### src/hdl/trigger_terminal_judge_pkg.sv
/*
 * Shared constants and types for the trigger, compensation and limit judge block.
 * Assumes a 20 MHz system clock and a 32-bit Avalon-MM register port.
 */
package trigger_terminal_judge_pkg;

    // clock and documented times
    localparam int unsigned CLK_HZ = 32'd20_000_000;
    localparam int unsigned COMP_TIME_S = 32'd30;
    localparam int unsigned OFF_HOLD_TIME_S = 32'd2;
    localparam int unsigned FLASH_TIME_MS = 32'd250;
    localparam int unsigned COMP_CYCLES_DFLT = COMP_TIME_S * CLK_HZ;
    localparam int unsigned OFF_HOLD_CYCLES_DFLT = OFF_HOLD_TIME_S * CLK_HZ;
    localparam int unsigned FLASH_CYCLES_DFLT = FLASH_TIME_MS * (CLK_HZ / 32'd1000);

    // register byte offsets
    localparam logic [5:0] CTRL_OFF = 6'h00;
    localparam logic [5:0] CMD_OFF = 6'h04;
    localparam logic [5:0] EDIT_OFF = 6'h08;
    localparam logic [5:0] STATUS_OFF = 6'h0c;
    localparam logic [5:0] LIMIT_BASE_OFF = 6'h10;

    // ctrl fields
    localparam int CTRL_OUTSIDE_BIT = 0;
    localparam int CTRL_HOLD_BIT = 1;

    // command bits, write one to fire
    localparam int CMD_IFACE_TRIGGER_TERMINAL_BIT = 0;
    localparam int CMD_ENTER_LIMITS_BIT = 1;
    localparam int CMD_ACK_BIT = 2;
    localparam int CMD_SHORT_START_BIT = 3;
    localparam int CMD_SHORT_CANCEL_BIT = 4;
    localparam int CMD_LEAVE_BIT = 5;
    localparam int CMD_WIDTH = 6;

    // edit and limit word fields
    localparam int LIMIT_OFF_BIT = 16;

    typedef enum logic [2:0] {
        plain_test_state,
        first_upper_entry,
        first_lower_entry,
        second_upper_entry,
        second_lower_entry,
        comparator_state,
        short_comp_state,
        comp_error_state
    } mode_t;

    typedef enum logic [1:0] {
        judge_none,
        judge_above,
        judge_within,
        judge_below
    } judge_t;

    typedef struct packed {
        logic off;
        logic [15:0] value;
    } limit_t;

    typedef struct packed {
        logic [15:0] value;
        logic over;
        logic under;
    } meas_t;

    typedef struct packed {
        logic first_above;
        logic first_within;
        logic first_below;
        logic second_above;
        logic second_within;
        logic second_below;
        logic both_within;
    } rear_io_t;

    typedef struct packed {
        mode_t state;
        logic waitrequest;
        logic [31:0] rdata;
        logic outside_trigger_mode;
        logic user_hold;
        logic busy;
        logic start;
        logic pend;
        logic trigger_terminal_prev;
        logic key_prev;
        limit_t [3:0] lim;
        limit_t edit;
        logic [29:0] hold_cnt;
        logic [29:0] comp_cnt;
        logic [29:0] flash_cnt;
        logic lamp;
        logic comp_valid;
        logic comp_err;
        logic beep;
        logic started;
        logic range_hold;
        logic cmp_mode;
        judge_t j1;
        judge_t j2;
        rear_io_t io;
    } st_t;

    localparam limit_t LIMIT_RESET = '{off: 1'b1, value: 16'h0000};
    localparam st_t ST_RESET = '{state: plain_test_state, waitrequest: 1'b1,
                                 lim: {4{LIMIT_RESET}}, edit: LIMIT_RESET,
                                 j1: judge_none, j2: judge_none, default: '0};

endpackage

### src/hdl/measure_trigger_limit_judge.sv
/*
 * Trigger selection, short-circuit compensation sequencing, limit entry and
 * two-parameter limit judgment with a combined result on the rear connector.
 * Assumes the measurement engine answers each meas_start with one meas_done
 * pulse carrying both results, and that all inputs are synchronous to clk.
 */
// Functional notes
// internal mode restarts a measurement as soon as the previous one finishes.
// outside mode does one measurement per low-going pulse on the trigger terminal.
// outside mode does one measurement per interface trigger command.
// outside mode does one measurement per manual trigger key press.
// each parameter is judged above, within or below.
// combined output is true only when both parameters are within.
// overflow judges above, underflow judges below, before any comparison.
// value not greater than lower limit judges below, checked first.
// value not less than upper limit judges above.
// within only when both limit checks pass.
// off limits are skipped; both off gives no judgment.
// stored limits are not range or order checked.
// limits are raw display counts, independent of test conditions.
// limit entry and comparator operation force held ranging.
// entry order is first upper, first lower, second upper, second lower.
// after entry go to plain test if all off, else comparator.
// power loss in comparator mode restarts in comparator mode.
// power loss during entry discards the edited limit.
// two-second end-of-cursor hold replaces the limit with off.
// lamp flashes during compensation; success beeps once, returns to plain.
// terminal impedance too high aborts compensation with beep and error.
// cancelling compensation discards data until a fresh run completes.
// every limit carries a separate off flag beside its count.
`timescale 1ns/100ps
`default_nettype none

module measure_trigger_limit_judge
    import trigger_terminal_judge_pkg::*;
#(
    parameter int unsigned COMP_CYCLES = COMP_CYCLES_DFLT,
    parameter int unsigned OFF_HOLD_CYCLES = OFF_HOLD_CYCLES_DFLT,
    parameter int unsigned FLASH_CYCLES = FLASH_CYCLES_DFLT
) (
    input wire logic clk,
    input wire logic reset,
    input wire logic [5:0] address,
    input wire logic read,
    input wire logic write,
    input wire logic [31:0] writedata,
    output logic [31:0] readdata,
    output logic waitrequest,
    input wire logic trigger_terminal_n,
    input wire logic manual_trigger_terminal_key,
    input wire logic digit_end_hold,
    input wire logic power_fail,
    input wire logic nv_comp_mode,
    input wire logic terminal_over_limit,
    output logic meas_start,
    input wire logic meas_done,
    input wire meas_t first_meas,
    input wire meas_t second_meas,
    output rear_io_t rear_io_connector,
    output logic range_hold,
    output logic comp_lamp,
    output logic comp_valid,
    output logic comp_error,
    output logic beep,
    output logic comparator_mode
);

    st_t s_r;
    st_t s_nxt;
    logic acc_wr;
    logic [CMD_WIDTH-1:0] cmd;
    logic trigger_terminal_ev;
    logic meas_ok;

    // limits are compared as raw counts, with no range or ordering check on store
    function automatic judge_t judge(input meas_t m, input limit_t up, input limit_t lo);
        judge_t j;
        // within unless a check fails
        j = judge_within;
        // off limits skipped
        if (up.off && lo.off) begin
            j = judge_none;
        // range flags first
        end else if (m.over) begin
            j = judge_above;
        end else if (m.under) begin
            j = judge_below;
        // lower check first
        end else if (!lo.off && !(m.value > lo.value)) begin
            j = judge_below;
        // upper check second
        end else if (!up.off && !(m.value < up.value)) begin
            j = judge_above;
        end
        return j;
    endfunction

    function automatic logic [1:0] entry_idx(input mode_t m);
        logic [1:0] i;
        case (m)
            first_lower_entry: i = 2'h1;
            second_upper_entry: i = 2'h2;
            second_lower_entry: i = 2'h3;
            default: i = 2'h0;
        endcase
        return i;
    endfunction

    function automatic logic in_entry(input mode_t m);
        return (m == first_upper_entry) || (m == first_lower_entry) ||
               (m == second_upper_entry) || (m == second_lower_entry);
    endfunction

    assign acc_wr = write && !s_r.waitrequest;
    assign cmd = (acc_wr && address == CMD_OFF) ? writedata[CMD_WIDTH-1:0] : '0;
    assign meas_ok = (s_r.state == plain_test_state) || (s_r.state == comparator_state);
    // falling edge of the terminal
    // interface command
    // key press edge
    assign trigger_terminal_ev = (!trigger_terminal_n && s_r.trigger_terminal_prev) || cmd[CMD_IFACE_TRIGGER_TERMINAL_BIT] ||
                     (manual_trigger_terminal_key && !s_r.key_prev);

    always_comb begin
        s_nxt = s_r;
        s_nxt.start = 1'b0;
        s_nxt.beep = 1'b0;
        s_nxt.trigger_terminal_prev = trigger_terminal_n;
        s_nxt.key_prev = manual_trigger_terminal_key;

        // one wait state, then the answer stands for the sampling edge
        if ((read || write) && s_r.waitrequest) begin
            s_nxt.waitrequest = 1'b0;
            s_nxt.rdata = '0;
            if (read) begin
                case (address)
                    CTRL_OFF: s_nxt.rdata = {30'h0, s_r.user_hold, s_r.outside_trigger_mode};
                    EDIT_OFF: s_nxt.rdata = {15'h0, s_r.edit};
                    STATUS_OFF: s_nxt.rdata = {20'h0, s_r.comp_valid, s_r.comp_err,
                                               s_r.busy, s_r.pend, s_r.j2, s_r.j1,
                                               s_r.range_hold, s_r.state};
                    6'h10, 6'h14, 6'h18, 6'h1c: s_nxt.rdata = {15'h0, s_r.lim[address[3:2]]};
                    default: s_nxt.rdata = '0;
                endcase
            end
        end else begin
            s_nxt.waitrequest = 1'b1;
        end
        if (acc_wr && address == CTRL_OFF) begin
            s_nxt.outside_trigger_mode = writedata[CTRL_OUTSIDE_BIT];
            s_nxt.user_hold = writedata[CTRL_HOLD_BIT];
        end

        // measurement launch; a fresh event in the launch cycle stays pending
        if (s_r.outside_trigger_mode && trigger_terminal_ev) begin
            s_nxt.pend = 1'b1;
        end
        if (!s_r.outside_trigger_mode) begin
            s_nxt.pend = 1'b0;
        end
        // internal back to back
        if (!s_r.busy && s_r.started && meas_ok &&
            (!s_r.outside_trigger_mode || s_r.pend)) begin
            s_nxt.start = 1'b1;
            s_nxt.busy = 1'b1;
            s_nxt.pend = s_r.outside_trigger_mode && trigger_terminal_ev;
        end
        if (s_r.busy && meas_done) begin
            s_nxt.busy = 1'b0;
            if (s_r.state == comparator_state) begin
                // per-parameter judgment
                s_nxt.j1 = judge(first_meas, s_r.lim[0], s_r.lim[1]);
                s_nxt.j2 = judge(second_meas, s_r.lim[2], s_r.lim[3]);
                s_nxt.io.first_above = (s_nxt.j1 == judge_above);
                s_nxt.io.first_within = (s_nxt.j1 == judge_within);
                s_nxt.io.first_below = (s_nxt.j1 == judge_below);
                s_nxt.io.second_above = (s_nxt.j2 == judge_above);
                s_nxt.io.second_within = (s_nxt.j2 == judge_within);
                s_nxt.io.second_below = (s_nxt.j2 == judge_below);
                // combined result
                s_nxt.io.both_within = (s_nxt.j1 == judge_within) &&
                                       (s_nxt.j2 == judge_within);
            end
        end

        case (s_r.state)
            plain_test_state, comparator_state: begin
                if (cmd[CMD_ENTER_LIMITS_BIT]) begin
                    s_nxt.state = first_upper_entry;
                    s_nxt.edit = s_r.lim[0];
                    s_nxt.hold_cnt = '0;
                end else if (cmd[CMD_LEAVE_BIT]) begin
                    s_nxt.state = plain_test_state;
                end else if (s_r.state == plain_test_state && cmd[CMD_SHORT_START_BIT]) begin
                    s_nxt.state = short_comp_state;
                    s_nxt.comp_cnt = '0;
                    s_nxt.flash_cnt = '0;
                    s_nxt.comp_valid = 1'b0;
                    s_nxt.comp_err = 1'b0;
                end
            end
            first_upper_entry, first_lower_entry, second_upper_entry, second_lower_entry: begin
                if (acc_wr && address == EDIT_OFF) begin
                    // stored with no check
                    // raw display count
                    s_nxt.edit = '{off: 1'b0, value: writedata[15:0]};
                end
                // long hold gives off
                if (digit_end_hold) begin
                    if (s_r.hold_cnt >= 30'(OFF_HOLD_CYCLES - 1)) begin
                        s_nxt.edit.off = 1'b1;
                    end else begin
                        s_nxt.hold_cnt = s_r.hold_cnt + 30'h1;
                    end
                end else begin
                    s_nxt.hold_cnt = '0;
                end
                // drop the edit
                if (power_fail || cmd[CMD_LEAVE_BIT]) begin
                    s_nxt.state = plain_test_state;
                // fixed entry order
                end else if (cmd[CMD_ACK_BIT]) begin
                    // off flag stored beside count
                    s_nxt.lim[entry_idx(s_r.state)] = s_r.edit;
                    s_nxt.hold_cnt = '0;
                    case (s_r.state)
                        first_upper_entry: begin
                            s_nxt.state = first_lower_entry;
                            s_nxt.edit = s_r.lim[1];
                        end
                        first_lower_entry: begin
                            s_nxt.state = second_upper_entry;
                            s_nxt.edit = s_r.lim[2];
                        end
                        second_upper_entry: begin
                            s_nxt.state = second_lower_entry;
                            s_nxt.edit = s_r.lim[3];
                        end
                        // all off returns to plain
                        default: begin
                            if (s_r.edit.off && s_r.lim[0].off && s_r.lim[1].off &&
                                s_r.lim[2].off) begin
                                s_nxt.state = plain_test_state;
                            end else begin
                                s_nxt.state = comparator_state;
                            end
                        end
                    endcase
                end
            end
            short_comp_state: begin
                s_nxt.comp_cnt = s_r.comp_cnt + 30'h1;
                // abort on high impedance
                if (terminal_over_limit) begin
                    s_nxt.state = comp_error_state;
                    s_nxt.beep = 1'b1;
                    s_nxt.comp_err = 1'b1;
                    s_nxt.comp_valid = 1'b0;
                // success beep and return; completion wins over a late cancel
                end else if (s_r.comp_cnt >= 30'(COMP_CYCLES - 1)) begin
                    s_nxt.state = plain_test_state;
                    s_nxt.beep = 1'b1;
                    s_nxt.comp_valid = 1'b1;
                // cancel drops the run
                end else if (cmd[CMD_SHORT_CANCEL_BIT]) begin
                    s_nxt.state = plain_test_state;
                    s_nxt.comp_valid = 1'b0;
                end
            end
            comp_error_state: begin
                if (cmd[CMD_LEAVE_BIT]) begin
                    s_nxt.state = plain_test_state;
                    s_nxt.comp_err = 1'b0;
                end
            end
            default: s_nxt.state = plain_test_state;
        endcase

        // cancel outside a run drops stored data
        if (cmd[CMD_SHORT_CANCEL_BIT] && s_r.state != short_comp_state) begin
            s_nxt.comp_valid = 1'b0;
        end

        // restart in comparator mode
        if (!s_r.started) begin
            s_nxt.started = 1'b1;
            if (nv_comp_mode) begin
                s_nxt.state = comparator_state;
            end
        end

        // lamp flashes while running
        if (s_nxt.state == short_comp_state) begin
            if (s_r.flash_cnt >= 30'(FLASH_CYCLES - 1)) begin
                s_nxt.flash_cnt = '0;
                s_nxt.lamp = !s_r.lamp;
            end else begin
                s_nxt.flash_cnt = s_r.flash_cnt + 30'h1;
            end
        end else begin
            s_nxt.lamp = s_nxt.comp_valid;
        end
        // judgments only stand while comparing
        if (s_nxt.state != comparator_state) begin
            s_nxt.io = '0;
            s_nxt.j1 = judge_none;
            s_nxt.j2 = judge_none;
        end
        // forced held ranging
        s_nxt.range_hold = s_nxt.user_hold || in_entry(s_nxt.state) ||
                           (s_nxt.state == comparator_state);
        s_nxt.cmp_mode = (s_nxt.state == comparator_state);
    end

    always_ff @(posedge clk or posedge reset) begin
        if (reset) begin
            s_r <= ST_RESET;
        end else begin
            s_r <= s_nxt;
        end
    end

    assign readdata = s_r.rdata;
    assign waitrequest = s_r.waitrequest;
    assign meas_start = s_r.start;
    assign rear_io_connector = s_r.io;
    assign range_hold = s_r.range_hold;
    assign comp_lamp = s_r.lamp;
    assign comp_valid = s_r.comp_valid;
    assign comp_error = s_r.comp_err;
    assign beep = s_r.beep;
    assign comparator_mode = s_r.cmp_mode;
endmodule

`default_nettype wire

### config.mk
export PLATFORM = sky130hd
export DESIGN_NAME = measure_trigger_limit_judge
export DESIGN_NICKNAME = d
export VERILOG_FILES = /design/src/hdl/trigger_terminal_judge_pkg.sv /design/src/hdl/measure_trigger_limit_judge.sv
export SDC_FILE = /design/constraint.sdc
export NUM_CORES = 1
export LEC_CHECK = 0
export BUFFER_PORTS_ARGS = -buffer_cell sky130_fd_sc_hd__buf_2
export CAP_MARGIN = 0
export CORE_MARGIN = 5
export CORE_UTILIZATION = 39
export CTS_CLUSTER_DIAMETER = 150
export DETAILED_ROUTE_END_ITERATION = 10
export HOLD_SLACK_MARGIN = 0.15
export RECOVER_POWER = 50
export SYNTH_ARGS = -nofsm -noshare
export SYNTH_HDL_FRONTEND = slang
export SYNTH_SLANG_ARGS = --single-unit
### constraint.sdc
create_clock -name clk -period 8 [get_ports clk]
set_clock_uncertainty 0.2 [all_clocks]
set_input_delay 1.2 -clock clk [delete_from_list [all_inputs] [get_ports clk]]
set_output_delay 1.2 -clock clk [all_outputs]
set_load 0.03 [all_outputs]
==> metrics.csv <==
stage;metric;value;unit
cells_and_area;leading cell type in the layout, fill and taps excluded;dfrtp_1;
timing;slew margin rel.;-2.14;
cells_and_area;most frequent cells in the layout;dfrtp_1 (215), nand2_1 (191), o21ai_0 (151);
power;cell-internal power;2.20;mW
timing;Slew Viols, Final;160;
power;LEAKAGE;6.68;nW
drt;antenna-violating nets left;0;
flow_run;Max-Cap Viols;3;
clock_tree;CTS root buffer;clkbuf_16;
clock_tree;Worst-path clk slew;0.06;ns
logic_synthesis;Cell variety after synth;74;
placement;Cells after DPL;1957;
drt;DR vias/cell;5.56;
drt;Iter 0 DRT Violations;912;
floorplan;chip width;196;µm
grt;met2 Resource Use GR;0.306;
placement;Port-buffer cells;100;
logic_synthesis;number of enable flip-flop cells after synthesis;0;
power;power per standard cell area;232;nW/µm²
grt;met3 Use GR;0.0343;
logic_synthesis;FFs w/ async S/R, synth;1.00;
timing;Fin. Hold Viols;0;
timing;fmax;189;MHz
setup_path;Top delay family on crit path;simple AND/OR/NAND/NOR gates;
power;Combinational Power Share;0.268;
clock_tree;H-Tree Depth;1;
floorplan;I/O pin count;132;
timing;Setup TNS Final;0;ns
floorplan;Die ar.;38200;µm²
setup_path;type of origin of the critical path;input port;
floorplan;Initial Util;0.391;
timing;Tcrit/Tclk final;0.663;
setup_path;Buf/Inv on CP;1;
setup_path;CP required;8.24;ns
grt;met1 usage;0.284;
cells_and_area;Layout area overhead;11.2;%
grt;initial antenna violation count;4;
drt;DRC viols;0;
cells_and_area;Final nets;1681;
clock_tree;post-CTS setup buffer count;0;
clock_tree;Inserted Clock Buffers;27;
logic_synthesis;Cells after Synth;1479;
status;failing checks;capacitance limit, slew limit;
cells_and_area;share of cells above drive strength 1;0.137;
logic_synthesis;prevailing post-synth register cell;dfrtp_1;
cells_and_area;Post-Layout Cell Count;2010;
timing;min Tclk post-route;5.30;ns
clock_tree;hold_buf cts;0;
hold_path;Hold Crit Class;reg -> reg;
cells_and_area;final instance area;14900;µm²
cells_and_area;fillers;3385;
status;outcome;finished with violations;
power;P_sw;1.26;mW
grt;first-pass GRT wire length;60900;µm
placement;routability-driven placement congestion ratio;0.904;
setup_path;crit path capture type;register;
setup_path;most frequent CP cell;or3_1;
logic_synthesis;Yosys reg bits;221;
setup_path;critical-path cell list;buf_2, nor4_1, and4_1, nor2_1, or3_1, nor3_2, nand4_1, or3_1, a21oi_1;
clock_tree;clock latency at the later pin of the worst-skew pair;0.54;ns
floorplan;die height;196;µm
clock_tree;clock buffer depth;3;
cells_and_area;FF/Latch Area;5540;µm²
timing;Slew @ Worst Pin;4.69;ns
setup_path;slowest stage cell on the critical path;nor4_1;
power;Sw Ratio;0.364;
logic_synthesis;post-synthesis sequential area ratio;0.413;
setup_path;worst stage delay on the critical path;1.34;ns
grt;GRT overflow;0;
grt;grt peak-use layer;met2;
power;clock power share;0.339;
clock_tree;post-cts sizing count;0;
floorplan;total core area;34300;µm²
placement;dpl cell area;14100;µm²
placement;post-DP HPWL;27700;µm
logic_synthesis;mapped cell area;13400;µm²
clock_tree;CTS sink count;221;
logic_synthesis;syn_area_per_cell;9.07;µm²
grt;pin count of the biggest net entering global routing;101;
cells_and_area;Core Util, Final;0.435;
drt;vias;11200;
timing;RSZ-0062 raised after global routing;false;
floorplan;# rows;68;
clock_tree;CTS tree;built;
drt;drt pass-1 iters;5;
setup_path;Worst Setup Path Type;in -> reg;
drt;WL final;39300;µm
cells_and_area;area of the multi-input gates;7020;µm²
power;VDD IR max;0.227;mV
power;register share of total power;0.394;
setup_path;critical path peak fanout;18;
timing;Finish-stage setup viols;0;
setup_path;Arr. time, crit path;5.55;ns
drt;post-DR wirelength/cell;19.5;µm
logic_synthesis;Warnings, synthesis;0;
grt;GRT Resource Usage Total;0.198;
grt;vias in the first global route;10600;
==> synthesized netlist by cell type, types with 3 or more instances <==
cell type	n	area share
or4_1	11	0.0062
nand4b_1	3	0.0020
nor4_1	14	0.0065
or3_1	19	0.0089
o21ai_0	151	0.056
o41ai_1	3	0.0020
mux4_2	17	0.029
o22ai_1	5	0.0023
o21a_1	4	0.0022
nor2b_1	6	0.0028
nor3_1	22	0.0082
nand3_1	61	0.023
nor2_1	80	0.022
o2bb2ai_1	4	0.0026
o31ai_1	4	0.0022
a31oi_1	21	0.0098
a21o_1	21	0.012
dfrtp_1	215	0.40
and3_1	25	0.012
a22o_1	16	0.010
o21ai_1	3	0.0011
a311oi_1	3	0.0020
clkbuf_1	52	0.015
buf_2	7	0.0026
a21oi_1	72	0.027
nand4_1	34	0.016
nand2b_1	11	0.0051
and2_1	14	0.0065
a221oi_1	4	0.0026
mux2_2	42	0.035
o211ai_1	14	0.0078
mux2i_1	31	0.023
buf_1	4	0.0011
inv_1	94	0.026
nand2_1	191	0.053
buf_4	42	0.023
a22oi_1	10	0.0056
ha_1	65	0.061
or2_2	4	0.0019
a211oi_1	7	0.0039
xnor2_1	7	0.0046
a211o_1	3	0.0020
dfstp_2	6	0.012
o21bai_1	3	0.0017
xor2_1	14	0.0091
==> worst reg2reg max path, cell delays in order (launching register included) <==
cell and delay (ns):
dfrtp_1 0.31, clkbuf_1 1.70, nand2b_1 1.05, nor2_1 0.27
a221oi_1 0.11, and3_1 0.30, a211o_1 0.61, o21bai_1 0.31
a21o_1 0.17
==> registers in the layout, indices dropped and copies added, names as in the netlist <==
register and flops:
beep 1, comp_error 1, comp_lamp 1, comp_valid 1, comparator_mode 1, meas_start 1
range_hold 1, readdata 17, rear_io_connector 7, s_r 189, waitrequest 1
==> path summary, 6_finish.rpt <==
| kind | start | endpoint | slack (ns) | depth (start not counted) |
|---|---|---|---|---|
| worst max-delay path | address[4] | s_r[74] | 2.70 | 9 |
| worst min-delay path | s_r[106] | s_r[106] | 0.28 | 1 |
| worst max register to register | s_r[233] | s_r[36] | 2.86 | 8 |
| worst min register to register | s_r[106] | s_r[106] | 0.28 | 1 |
| max in group asynchronous | reset | s_r[13] | 3.29 | 3 |
| min in group asynchronous | reset | s_r[92] | 1.91 | 2 |
==> per-stage QoR <==
stage | power (mW) | worst slack (ns) | hold slack, ns
finish | 3.46 | 2.70 | 0.275
detailed placement | 2.30 | 2.72 | 0.263
CTS | 3.47 | 3.24 | 0.279
global route | 3.64 | 2.32 | 0.293
floorplan | 1.98 | 0.561 | 0.244
global placement | 2.28 | 2.77 | 0.260
==> per-layer routing <==
layer  wire, µm  up-vias
met5         13        -
met4       1160        2
met3       2610       66
met2      17500      339
met1      18000     5400
li1           -     5364
==> cell type report <==
cell class | instances | share of cell area
clock inverter | 7 | 0.00302
multi-input combinational | 1069 | 0.470
inverter | 96 | 0.0242
timing repair buffer | 116 | 0.0384
antenna | 4 | 0.000671
tap | 455 | 0.0382
sequential | 221 | 0.371
clock buffer | 42 | 0.0538
==> kinds of logic after synthesis <==
family | share of synthesized area
buffers and inverters | 0.0703
multiplexers | 0.0869
adder cells (fa/ha/maj) | 0.0606
other | 0.000560
AND/OR/NAND/NOR | 0.191
flip-flops | 0.413
XOR/XNOR | 0.0137
AO/OA/AOI/OAI | 0.164
==> power by group through the flow <==
stage                     registers, mW  clock network (mW)  logic [mW]
after floorplan                    1.35                   0       0.636
after global placement             1.37                   0       0.904
after detailed placement           1.38                   0       0.922
after CTS                          1.36                1.19       0.923
after global routing               1.38                1.24        1.02
final                              1.36                1.17       0.925
(Power assumes the default switching activity.)
